`src/include/cgs_consts.vh`:
```
// What this block does
// - Key A5h with 03h opens clock writes and sets the low-power flag, which gates no register; 00h clears both.
// - Divider field 0001b divides by 2, 0010b by 4, for every clock.
// - A pin-stop bit at 1 disables that clock pin and holds it high.
// - Source select 000b main, 001b fast internal, 100b PLL.
// - Bus pin halving bit at 0 drives the bus clock pin undivided.
// - Fast oscillator stop bit: 0 runs while powered, 1 halts.
// - Fast oscillator power-off bit at 1 removes its supply.
// - Main wait code 01100b means 65536 oscillator cycles.
// - Main oscillator stop bit at 0 lets the oscillator run.
// - PLL wait code 01010b means 131072 cycles.
// - PLL input divider 00b passes input; multiplier 001111b gives times 16.
// - PLL stop bit at 0 lets the PLL operate.
// - Slow oscillator stop bit at 1 stops the sub-clock oscillator.
// - Calendar oscillator enable at 0 also stops the sub-clock oscillator.
// - Calendar source bit picks main clock at 1, sub-clock at 0.
// - Calendar start bit at 0 halts prescaler and counters.
// - Writing calendar reset bit 1 resets prescaler and targets; software waits.
// - Writing 00h to calendar interrupt control disables all three requests.
// - Slow drive field 001b is low drive, 110b standard drive.
`ifndef CGS_CONSTS_VH
`define CGS_CONSTS_VH
`define CGS_A_PROT 8'h00
`define CGS_A_SDIV 8'h04
`define CGS_A_SDIV2 8'h08
`define CGS_A_BPIN 8'h0c
`define CGS_A_SSEL 8'h10
`define CGS_A_FOSC 8'h14
`define CGS_A_FPWR 8'h18
`define CGS_A_MWAIT 8'h1c
`define CGS_A_MOSC 8'h20
`define CGS_A_PWAIT 8'h24
`define CGS_A_PCFG 8'h28
`define CGS_A_PRUN 8'h2c
`define CGS_A_SOSC 8'h30
`define CGS_A_CIRQ 8'h34
`define CGS_A_CRUN 8'h38
`define CGS_A_COSC 8'h3c
`define CGS_A_CSRC 8'h40
`define CGS_A_STAT 8'h44
`define CGS_KEY 8'ha5
`define CGS_PROT_CG 0
`define CGS_PROT_LP 1
`define CGS_SDIV_RST 32'h00000000
`define CGS_SDIV2_RST 16'h0000
`define CGS_SDIV_PERIPH_B_DIVIDER 8
`define CGS_SDIV_PERIPH_A_DIVIDER 12
`define CGS_SDIV_BCK 16
`define CGS_SDIV_SDRAM_CLOCK_PIN_STOP 22
`define CGS_SDIV_BUS_CLOCK_PIN_STOP 23
`define CGS_SDIV_ICK 24
`define CGS_SDIV_FCK 28
`define CGS_SDIV2_IEB 0
`define CGS_SSEL_LSB 8
`define CGS_SRC_MAIN 3'h0
`define CGS_SRC_FAST 3'h1
`define CGS_SRC_PLL 3'h4
`define CGS_WAIT_MAIN_CODE 5'h0c
`define CGS_WAIT_MAIN_CYC 18'h10000
`define CGS_WAIT_PLL_CODE 5'h0a
`define CGS_WAIT_PLL_CYC 18'h20000
`define CGS_WAIT_PLL_BASE 18'h00080
`define CGS_PCFG_MUL_LSB 8
`define CGS_RESET_CYC 4'h6
`define CGS_CRUN_START 0
`define CGS_CRUN_RESET 1
`define CGS_COSC_EN 0
`define CGS_COSC_DRV 1
`define CGS_DRV_LOW 3'h1
`define CGS_DRV_STD 3'h6
`endif

```
`src/rtl/cgs_top.v`:
```
// The placing of the registers and the AHB-Lite register port are this design's own decisions.
`timescale 1ns/100ps
`include "cgs_consts.vh"
module cgs_top (
  input wire clk,
  input wire rst,
  input wire hsel,
  input wire [31:0] haddr,
  input wire [1:0] htrans,
  input wire hwrite,
  input wire [2:0] hsize,
  input wire [31:0] hwdata,
  input wire hready,
  output reg [31:0] hrdata,
  output reg hreadyout,
  output reg hresp,
  output reg [3:0] core_clock_div,
  output reg [3:0] periph_clock_a_div,
  output reg [3:0] periph_clock_b_div,
  output reg [3:0] bus_clock_div,
  output reg [3:0] flash_if_clock_div,
  output reg [3:0] serial_bus_clock_div,
  output reg sdram_clock_pin_en,
  output reg bus_clock_pin_en,
  output reg bus_clock_pin_halved,
  output reg [2:0] system_source_select,
  output reg fast_osc_run,
  output reg fast_osc_supply,
  output reg main_osc_run,
  output reg pll_run,
  output reg [1:0] pll_input_divider,
  output reg [5:0] pll_multiplier,
  output reg [17:0] main_wait_cycles,
  output reg [17:0] pll_wait_cycles,
  output reg slow_osc_run,
  output reg [2:0] slow_osc_drive,
  output reg calendar_main_source,
  output reg calendar_count_en,
  output reg calendar_reset_pulse,
  output reg alarm_irq_enable,
  output reg carry_irq_enable,
  output reg periodic_irq_enable
);

  reg clockgen_write_enable_q;
  reg lowpower_write_enable_q;
  reg [31:0] sdiv_q;
  reg [15:0] sdiv2_q;
  reg [7:0] bpin_q;
  reg [15:0] ssel_q;
  reg [7:0] fosc_q;
  reg [7:0] fpwr_q;
  reg [7:0] mwait_q;
  reg [7:0] mosc_q;
  reg [7:0] pwait_q;
  reg [15:0] pcfg_q;
  reg [7:0] prun_q;
  reg [7:0] sosc_q;
  reg [7:0] cirq_q;
  reg [7:0] crun_q;
  reg [7:0] cosc_q;
  reg [7:0] csrc_q;
  reg [3:0] rst_cnt_q;
  reg dph_q;
  reg dwr_q;
  reg [7:0] daddr_q;
  reg [31:0] rdata_d;
  reg [31:0] wd;
  reg [17:0] mcyc_d;
  reg [17:0] pcyc_d;

  // Wait code to cycle count: 2 to the power (code + 4), capped at 2 to the power 17 above code 13
  function [17:0] cgs_wait_cycles;
    input [4:0] code;
    begin
      if (code > 5'h0d)
        cgs_wait_cycles = 18'h20000;
      else
        cgs_wait_cycles = 18'h00010 << code;
    end
  endfunction

  // PLL wait code to cycle count: 2 to the power (code + 7), capped at 2 to the power 17 from code 10 up
  function [17:0] cgs_pll_wait_cycles;
    input [4:0] code;
    begin
      if (code >= `CGS_WAIT_PLL_CODE)
        cgs_pll_wait_cycles = `CGS_WAIT_PLL_CYC;
      else
        cgs_pll_wait_cycles = `CGS_WAIT_PLL_BASE << code;
    end
  endfunction

  // Divider field is already the divide exponent: 1 halves, 2 quarters
  function [3:0] cgs_div;
    input [3:0] field;
    begin
      cgs_div = field;
    end
  endfunction

  wire addr_ok = hsel && htrans[1] && hready;
  wire [7:0] a = daddr_q;
  wire wr = dph_q && dwr_q;
  wire cg_wr = wr && clockgen_write_enable_q;
  wire reset_busy = (rst_cnt_q != 4'h0);

  always @* begin
    wd = hwdata;
    mcyc_d = cgs_wait_cycles(mwait_q[4:0]);
    pcyc_d = cgs_pll_wait_cycles(pwait_q[4:0]);
    case (a)
      `CGS_A_PROT: rdata_d = {30'h0, lowpower_write_enable_q, clockgen_write_enable_q};
      `CGS_A_SDIV: rdata_d = sdiv_q;
      `CGS_A_SDIV2: rdata_d = {16'h0, sdiv2_q};
      `CGS_A_BPIN: rdata_d = {24'h0, bpin_q};
      `CGS_A_SSEL: rdata_d = {16'h0, ssel_q};
      `CGS_A_FOSC: rdata_d = {24'h0, fosc_q};
      `CGS_A_FPWR: rdata_d = {24'h0, fpwr_q};
      `CGS_A_MWAIT: rdata_d = {24'h0, mwait_q};
      `CGS_A_MOSC: rdata_d = {24'h0, mosc_q};
      `CGS_A_PWAIT: rdata_d = {24'h0, pwait_q};
      `CGS_A_PCFG: rdata_d = {16'h0, pcfg_q};
      `CGS_A_PRUN: rdata_d = {24'h0, prun_q};
      `CGS_A_SOSC: rdata_d = {24'h0, sosc_q};
      `CGS_A_CIRQ: rdata_d = {24'h0, cirq_q};
      // Reset bit reads 1 until the calendar reset completes
      `CGS_A_CRUN: rdata_d = {24'h0, crun_q[7:2], reset_busy, crun_q[0]};
      `CGS_A_COSC: rdata_d = {24'h0, cosc_q};
      `CGS_A_CSRC: rdata_d = {24'h0, csrc_q};
      `CGS_A_STAT: rdata_d = {28'h0, reset_busy, pll_run, main_osc_run, fast_osc_run};
      default: rdata_d = 32'h00000000;
    endcase
  end

  always @(posedge clk or posedge rst) begin
    if (rst) begin
      dph_q <= 1'b0;
      dwr_q <= 1'b0;
      daddr_q <= 8'h00;
      hrdata <= 32'h00000000;
      hreadyout <= 1'b1;
      hresp <= 1'b0;
    end else begin
      dph_q <= addr_ok;
      dwr_q <= addr_ok && hwrite;
      if (addr_ok)
        daddr_q <= haddr[7:0];
      // Read data is registered, so a read costs one wait state
      if (dph_q && !dwr_q)
        hrdata <= rdata_d;
      hreadyout <= !(addr_ok && !hwrite);
      hresp <= 1'b0;
    end
  end

  always @(posedge clk or posedge rst) begin
    if (rst) begin
      clockgen_write_enable_q <= 1'b0;
      lowpower_write_enable_q <= 1'b0;
      sdiv_q <= `CGS_SDIV_RST;
      sdiv2_q <= `CGS_SDIV2_RST;
      bpin_q <= 8'h00;
      ssel_q <= 16'h0000;
      fosc_q <= 8'h01;
      fpwr_q <= 8'h00;
      mwait_q <= 8'h00;
      mosc_q <= 8'h01;
      pwait_q <= 8'h00;
      pcfg_q <= 16'h0000;
      prun_q <= 8'h01;
      sosc_q <= 8'h00;
      cirq_q <= 8'h00;
      crun_q <= 8'h00;
      cosc_q <= 8'h00;
      csrc_q <= 8'h00;
      rst_cnt_q <= 4'h0;
    end else begin
      if (wr && a == `CGS_A_PROT && wd[15:8] == `CGS_KEY) begin
        clockgen_write_enable_q <= wd[`CGS_PROT_CG];
        lowpower_write_enable_q <= wd[`CGS_PROT_LP];
      end
      if (cg_wr) begin
        case (a)
          `CGS_A_SDIV: sdiv_q <= wd;
          `CGS_A_SDIV2: sdiv2_q <= wd[15:0];
          `CGS_A_BPIN: bpin_q <= wd[7:0];
          `CGS_A_SSEL: ssel_q <= wd[15:0];
          `CGS_A_FOSC: fosc_q <= wd[7:0];
          `CGS_A_FPWR: fpwr_q <= wd[7:0];
          `CGS_A_MWAIT: mwait_q <= wd[7:0];
          `CGS_A_MOSC: mosc_q <= wd[7:0];
          `CGS_A_PWAIT: pwait_q <= wd[7:0];
          `CGS_A_PCFG: pcfg_q <= wd[15:0];
          `CGS_A_PRUN: prun_q <= wd[7:0];
          `CGS_A_SOSC: sosc_q <= wd[7:0];
          default: sosc_q <= sosc_q;
        endcase
      end
      // Calendar registers sit outside the clock-generation protection
      if (wr) begin
        case (a)
          `CGS_A_CIRQ: cirq_q <= wd[7:0];
          `CGS_A_CRUN: crun_q <= {wd[7:2], 1'b0, wd[0]};
          `CGS_A_COSC: cosc_q <= wd[7:0];
          `CGS_A_CSRC: csrc_q <= wd[7:0];
          default: csrc_q <= csrc_q;
        endcase
      end
      if (wr && a == `CGS_A_CRUN && wd[`CGS_CRUN_RESET])
        rst_cnt_q <= `CGS_RESET_CYC;
      else if (reset_busy)
        rst_cnt_q <= rst_cnt_q - 4'h1;
    end
  end

  always @(posedge clk or posedge rst) begin
    if (rst) begin
      core_clock_div <= 4'h0;
      periph_clock_a_div <= 4'h0;
      periph_clock_b_div <= 4'h0;
      bus_clock_div <= 4'h0;
      flash_if_clock_div <= 4'h0;
      serial_bus_clock_div <= 4'h0;
      sdram_clock_pin_en <= 1'b0;
      bus_clock_pin_en <= 1'b0;
      bus_clock_pin_halved <= 1'b0;
      system_source_select <= `CGS_SRC_MAIN;
      fast_osc_run <= 1'b0;
      fast_osc_supply <= 1'b1;
      main_osc_run <= 1'b0;
      pll_run <= 1'b0;
      pll_input_divider <= 2'h0;
      pll_multiplier <= 6'h00;
      main_wait_cycles <= 18'h00010;
      pll_wait_cycles <= `CGS_WAIT_PLL_BASE;
      slow_osc_run <= 1'b0;
      slow_osc_drive <= 3'h0;
      calendar_main_source <= 1'b0;
      calendar_count_en <= 1'b0;
      calendar_reset_pulse <= 1'b0;
      alarm_irq_enable <= 1'b0;
      carry_irq_enable <= 1'b0;
      periodic_irq_enable <= 1'b0;
    end else begin
      core_clock_div <= cgs_div(sdiv_q[`CGS_SDIV_ICK+3:`CGS_SDIV_ICK]);
      periph_clock_a_div <= cgs_div(sdiv_q[`CGS_SDIV_PERIPH_A_DIVIDER+3:`CGS_SDIV_PERIPH_A_DIVIDER]);
      periph_clock_b_div <= cgs_div(sdiv_q[`CGS_SDIV_PERIPH_B_DIVIDER+3:`CGS_SDIV_PERIPH_B_DIVIDER]);
      bus_clock_div <= cgs_div(sdiv_q[`CGS_SDIV_BCK+3:`CGS_SDIV_BCK]);
      flash_if_clock_div <= cgs_div(sdiv_q[`CGS_SDIV_FCK+3:`CGS_SDIV_FCK]);
      serial_bus_clock_div <= cgs_div(sdiv2_q[`CGS_SDIV2_IEB+3:`CGS_SDIV2_IEB]);
      // Disabled pins are held high by the pad when the enable is low
      sdram_clock_pin_en <= !sdiv_q[`CGS_SDIV_SDRAM_CLOCK_PIN_STOP];
      bus_clock_pin_en <= !sdiv_q[`CGS_SDIV_BUS_CLOCK_PIN_STOP];
      bus_clock_pin_halved <= bpin_q[0];
      case (ssel_q[`CGS_SSEL_LSB+2:`CGS_SSEL_LSB])
        `CGS_SRC_FAST: system_source_select <= `CGS_SRC_FAST;
        `CGS_SRC_PLL: system_source_select <= `CGS_SRC_PLL;
        default: system_source_select <= `CGS_SRC_MAIN;
      endcase
      fast_osc_run <= !fosc_q[0] && !fpwr_q[0];
      fast_osc_supply <= !fpwr_q[0];
      main_osc_run <= !mosc_q[0];
      main_wait_cycles <= mcyc_d;
      pll_wait_cycles <= pcyc_d;
      pll_run <= !prun_q[0];
      pll_input_divider <= pcfg_q[1:0];
      pll_multiplier <= pcfg_q[`CGS_PCFG_MUL_LSB+5:`CGS_PCFG_MUL_LSB] + 6'h01;
      slow_osc_run <= !sosc_q[0] && cosc_q[`CGS_COSC_EN];
      slow_osc_drive <= cosc_q[`CGS_COSC_DRV+2:`CGS_COSC_DRV];
      calendar_main_source <= csrc_q[0];
      calendar_count_en <= crun_q[`CGS_CRUN_START] && !reset_busy;
      calendar_reset_pulse <= reset_busy;
      alarm_irq_enable <= cirq_q[3];
      carry_irq_enable <= cirq_q[1];
      periodic_irq_enable <= cirq_q[2];
    end
  end

endmodule // cgs_top

```
`config.mk`:
```
export PLATFORM = sky130hd
export DESIGN_NAME = cgs_top
export DESIGN_NICKNAME = d
export VERILOG_FILES = /design/src/rtl/cgs_top.v
export VERILOG_INCLUDE_DIRS = /design/src /design/src/include
export SDC_FILE = /design/constraint.sdc
export NUM_CORES = 1
export LEC_CHECK = 0
export ABC_AREA = 1
export BUFFER_PORTS_ARGS = -buffer_cell sky130_fd_sc_hd__buf_2
export CORE_UTILIZATION = 40
export DETAILED_ROUTE_END_ITERATION = 16
export PLACE_DENSITY = 0.67
export SKIP_LAST_GASP = 1
export SLEW_MARGIN = 5
export SYNTH_ARGS = -nofsm -noshare
export SYNTH_HDL_FRONTEND = slang
export SYNTH_SLANG_ARGS = --single-unit
```
`constraint.sdc`:
```
create_clock -name clk -period 11.1 [get_ports clk]
set_input_delay 1.665 -clock clk [delete_from_list [all_inputs] [get_ports clk]]
set_output_delay 1.665 -clock clk [all_outputs]
set_load 0.05 [all_outputs]
```
==> reports/metrics.cfg <==
[sta]
finalCritPeriodShare=0.273
fin_skew_ns=0.00786
min_period_ns=3.04
fmax_mhz=329
hold_viol=0
fin_setup_tns_ns=0
grt_setup_unrepaired=false
worst_pin_slew_ns=1.21
finalSetupViolations=0
fin_hold_ws_ns=0.375
slew_headroom=0.192
slew_viol_final=0

[power_and_ir_drop]
p_clk_frac=0.410
power.share.combinational=0.115
power_density_mw_per_mm2=172
p_sw_uw=655
total_power_uw=2420
swShare=0.270
p_leak_uw=0.00736
p_int_uw=1770
peakVddDrop_v=0.000110
pwr-share-seq=0.476

[yosys]
yosysMostFrequentCell=nand2_1
synth_top_cell_by_area=dfrtp_1
synth_flop_cell=dfrtp_1
synth_warnings=0
syn_area_mm2=0.0121
syn_inst=1322
async_reset_ff_frac=1.00
synth_area_leaders=dfrtp_1, nand2_1, o21ai_0
ys_seq_elements=300
netlist_top_cells_count=nand2_1, dfrtp_1, o21ai_0
syn_area_per_cell_um2=9.15
synth-seq-area-share=0.622
yosysTopAreaCellShare=0.606
ys_types=30
synth_edf_count=0

[cts]
numCtsBuffers=31
clock_path_buffers=3
htreeDepth=1
clk_pin_slew_worst_paths_ns=0.06
cts_tree=yes
post-cts-setup-buffers=0
ctsHoldBuffers=0
cts_resized=0
cts.sinks=300
clk_latency_ns=0.55
cts-root-buf=clkbuf_16

[die]
die_x_um=176
fp-row-count=63
start_util=0.407
dieArea_mm2=0.0309
ios=196
fp.dieH_um=176
fp.coreArea_mm2=0.0297

[global_routing]
overflow=0
grt_max_degree=193
grt_pass1_vias=8900
antenna_found_initial=1
grt_usage=0.201
grt_pass1_wl_um=49000

[drt]
drc=0
first_pass_iters=6
vias_per_cell=5.04
totalWireLength_um=31100
num_vias=9432
ant_nets=0
wl_per_cell_um=16.6
drtIter0Drc=974

[placement]
place_inst=1814
port_buffers=154
dpl.hpwl_um=20400
place_congestion=0.880
place_area_mm2=0.0131

[min_path]
hp-start=sdiv_q[24]
min_path_type=flop to flop
worstHoldPathCells=0
hold_end=core_clock_div[0]

[final_layout]
fin_area_mm2=0.0141
insertedDiodeCount=0
drive_above_1_share=0.167
fill_cells=2853
area_growth_pct=16.5
stdcell_count=1871
multi_input_area_mm2=0.00398
ff_latch_area_mm2=0.00752
final_nets=1534

[critical_path]
arrival_ns=3.46
cp_data_required_time_ns=11.53
reg2regPathDepth=4
cp-start-kind=flop
cp-end-kind=flop
regToRegEndpoint=sdiv_q[25]
critPathMaxFanout=58
r2r_start=dwr_q
r2r_setup_slack_ns=8.06
crit_type=flop to flop

[run]
cap_violations=0

[outcome]
status=complete, no violations

-- per-stage QoR --
step | utilization | setup slack, ns
6_report | 0.474 | 8.06
3_5_place_dp | 0.441 | 7.75
4_1_cts | 0.474 | 8.05
2_1_floorplan | - | 1.16
3_3_place_gp | 0.441 | 7.76
5_1_grt | 0.474 | 7.82
-- power by group through the flow --
stage	clock [uW]	sequential, uW	combinational [uW]
final	992	1150	278
after detailed placement	0	1170	278
after floorplan	0	1240	136
after CTS	1010	1150	280
after global placement	0	1170	274
after global routing	1050	1160	302
-- cell families (layout without fill, tap and decap cells) --
family,count (synthesis),after routing,share of synthesized area
and+or+nand+nor,639,639,0.219
adders and majority gates,3,3,0.00310
buffers and inverters,149,296,0.0530
xor gates and xnor gates,6,6,0.00435
other,1,13,0.000310
DFF,300,300,0.622
AOI/OAI and AO/OA,218,218,0.0935
muxes,6,6,0.00559
-- routing by layer --
layer  share of wire  global-route usage
met2            0.45               0.313
met4           0.017              0.0496
met1            0.46               0.299
met5               0                   0
met3           0.067              0.0245
-- state kept, by name, summed over array words and instances (netlist names), 7 cells and up --
register,count
pcfg_q,16
ssel_q,16
pwait_q,8
sdiv2_q,16
fosc_q,8
hrdata,32
main_wait_cycles,14
sdiv_q,32
a,8
prun_q,8
fpwr_q,8
mosc_q,8
sosc_q,8
bpin_q,8
mwait_q,8
crun_q,7
cosc_q,8
pll_wait_cycles,11
csrc_q,8
cirq_q,8
-- cell usage in the layout, fill, tap and decap left out --
cell	n
clkbuf_8	2
clkinvlp_4	2
clkinv_2	6
o21ai_1	3
nand2_1	430
xnor2_1	2
clkbuf_16	31
clkbuf_1	13
ha_1	3
o2111ai_1	2
xor2_1	4
nand3_2	4
buf_2	154
bufinv_16	2
o31ai_1	10
nor2_2	4
o21bai_1	3
nor2_4	8
clkinv_1	1
inv_6	1
nor4_1	2
buf_12	1
nand3_1	79
conb_1	13
dfrtp_1	293
inv_2	3
inv_8	1
dfstp_2	7
buf_4	5
mux2_2	6
or2_2	1
o21ai_0	182
nor2_1	85
nor3_1	15
nand2_2	10
inv_1	74
a21oi_1	18
nand4_1	1
-- worst max-delay path: stages (launching register included) --
cell and delay, ns:
dfrtp_1 0.35, nand2_1 0.19, nor2_1 0.86, nand2_2 0.89, mux2_2 0.57
-- layout make-up --
class,instances,share of cell area
multi-input cells,885,0.283
clock inverters,11,0.00808
flip-flops and latches,300,0.534
repair buffers,160,0.0588
clock buffers,46,0.0605
well taps,390,0.0346
inverters,79,0.0216
-- worst max-delay path by stage --
stage,endpoint,cells after the start,start
6_report,sdiv_q[25],4,dwr_q
5_1_grt,sdiv2_q[13],4,dwr_q
4_1_cts,sdiv_q[25],4,dwr_q
3_5_place_dp,slow_osc_drive[2],3,rst
3_3_place_gp,calendar_reset_pulse,3,rst
2_1_floorplan,a[0],1,rst
Power figures use the tool's default switching activity.
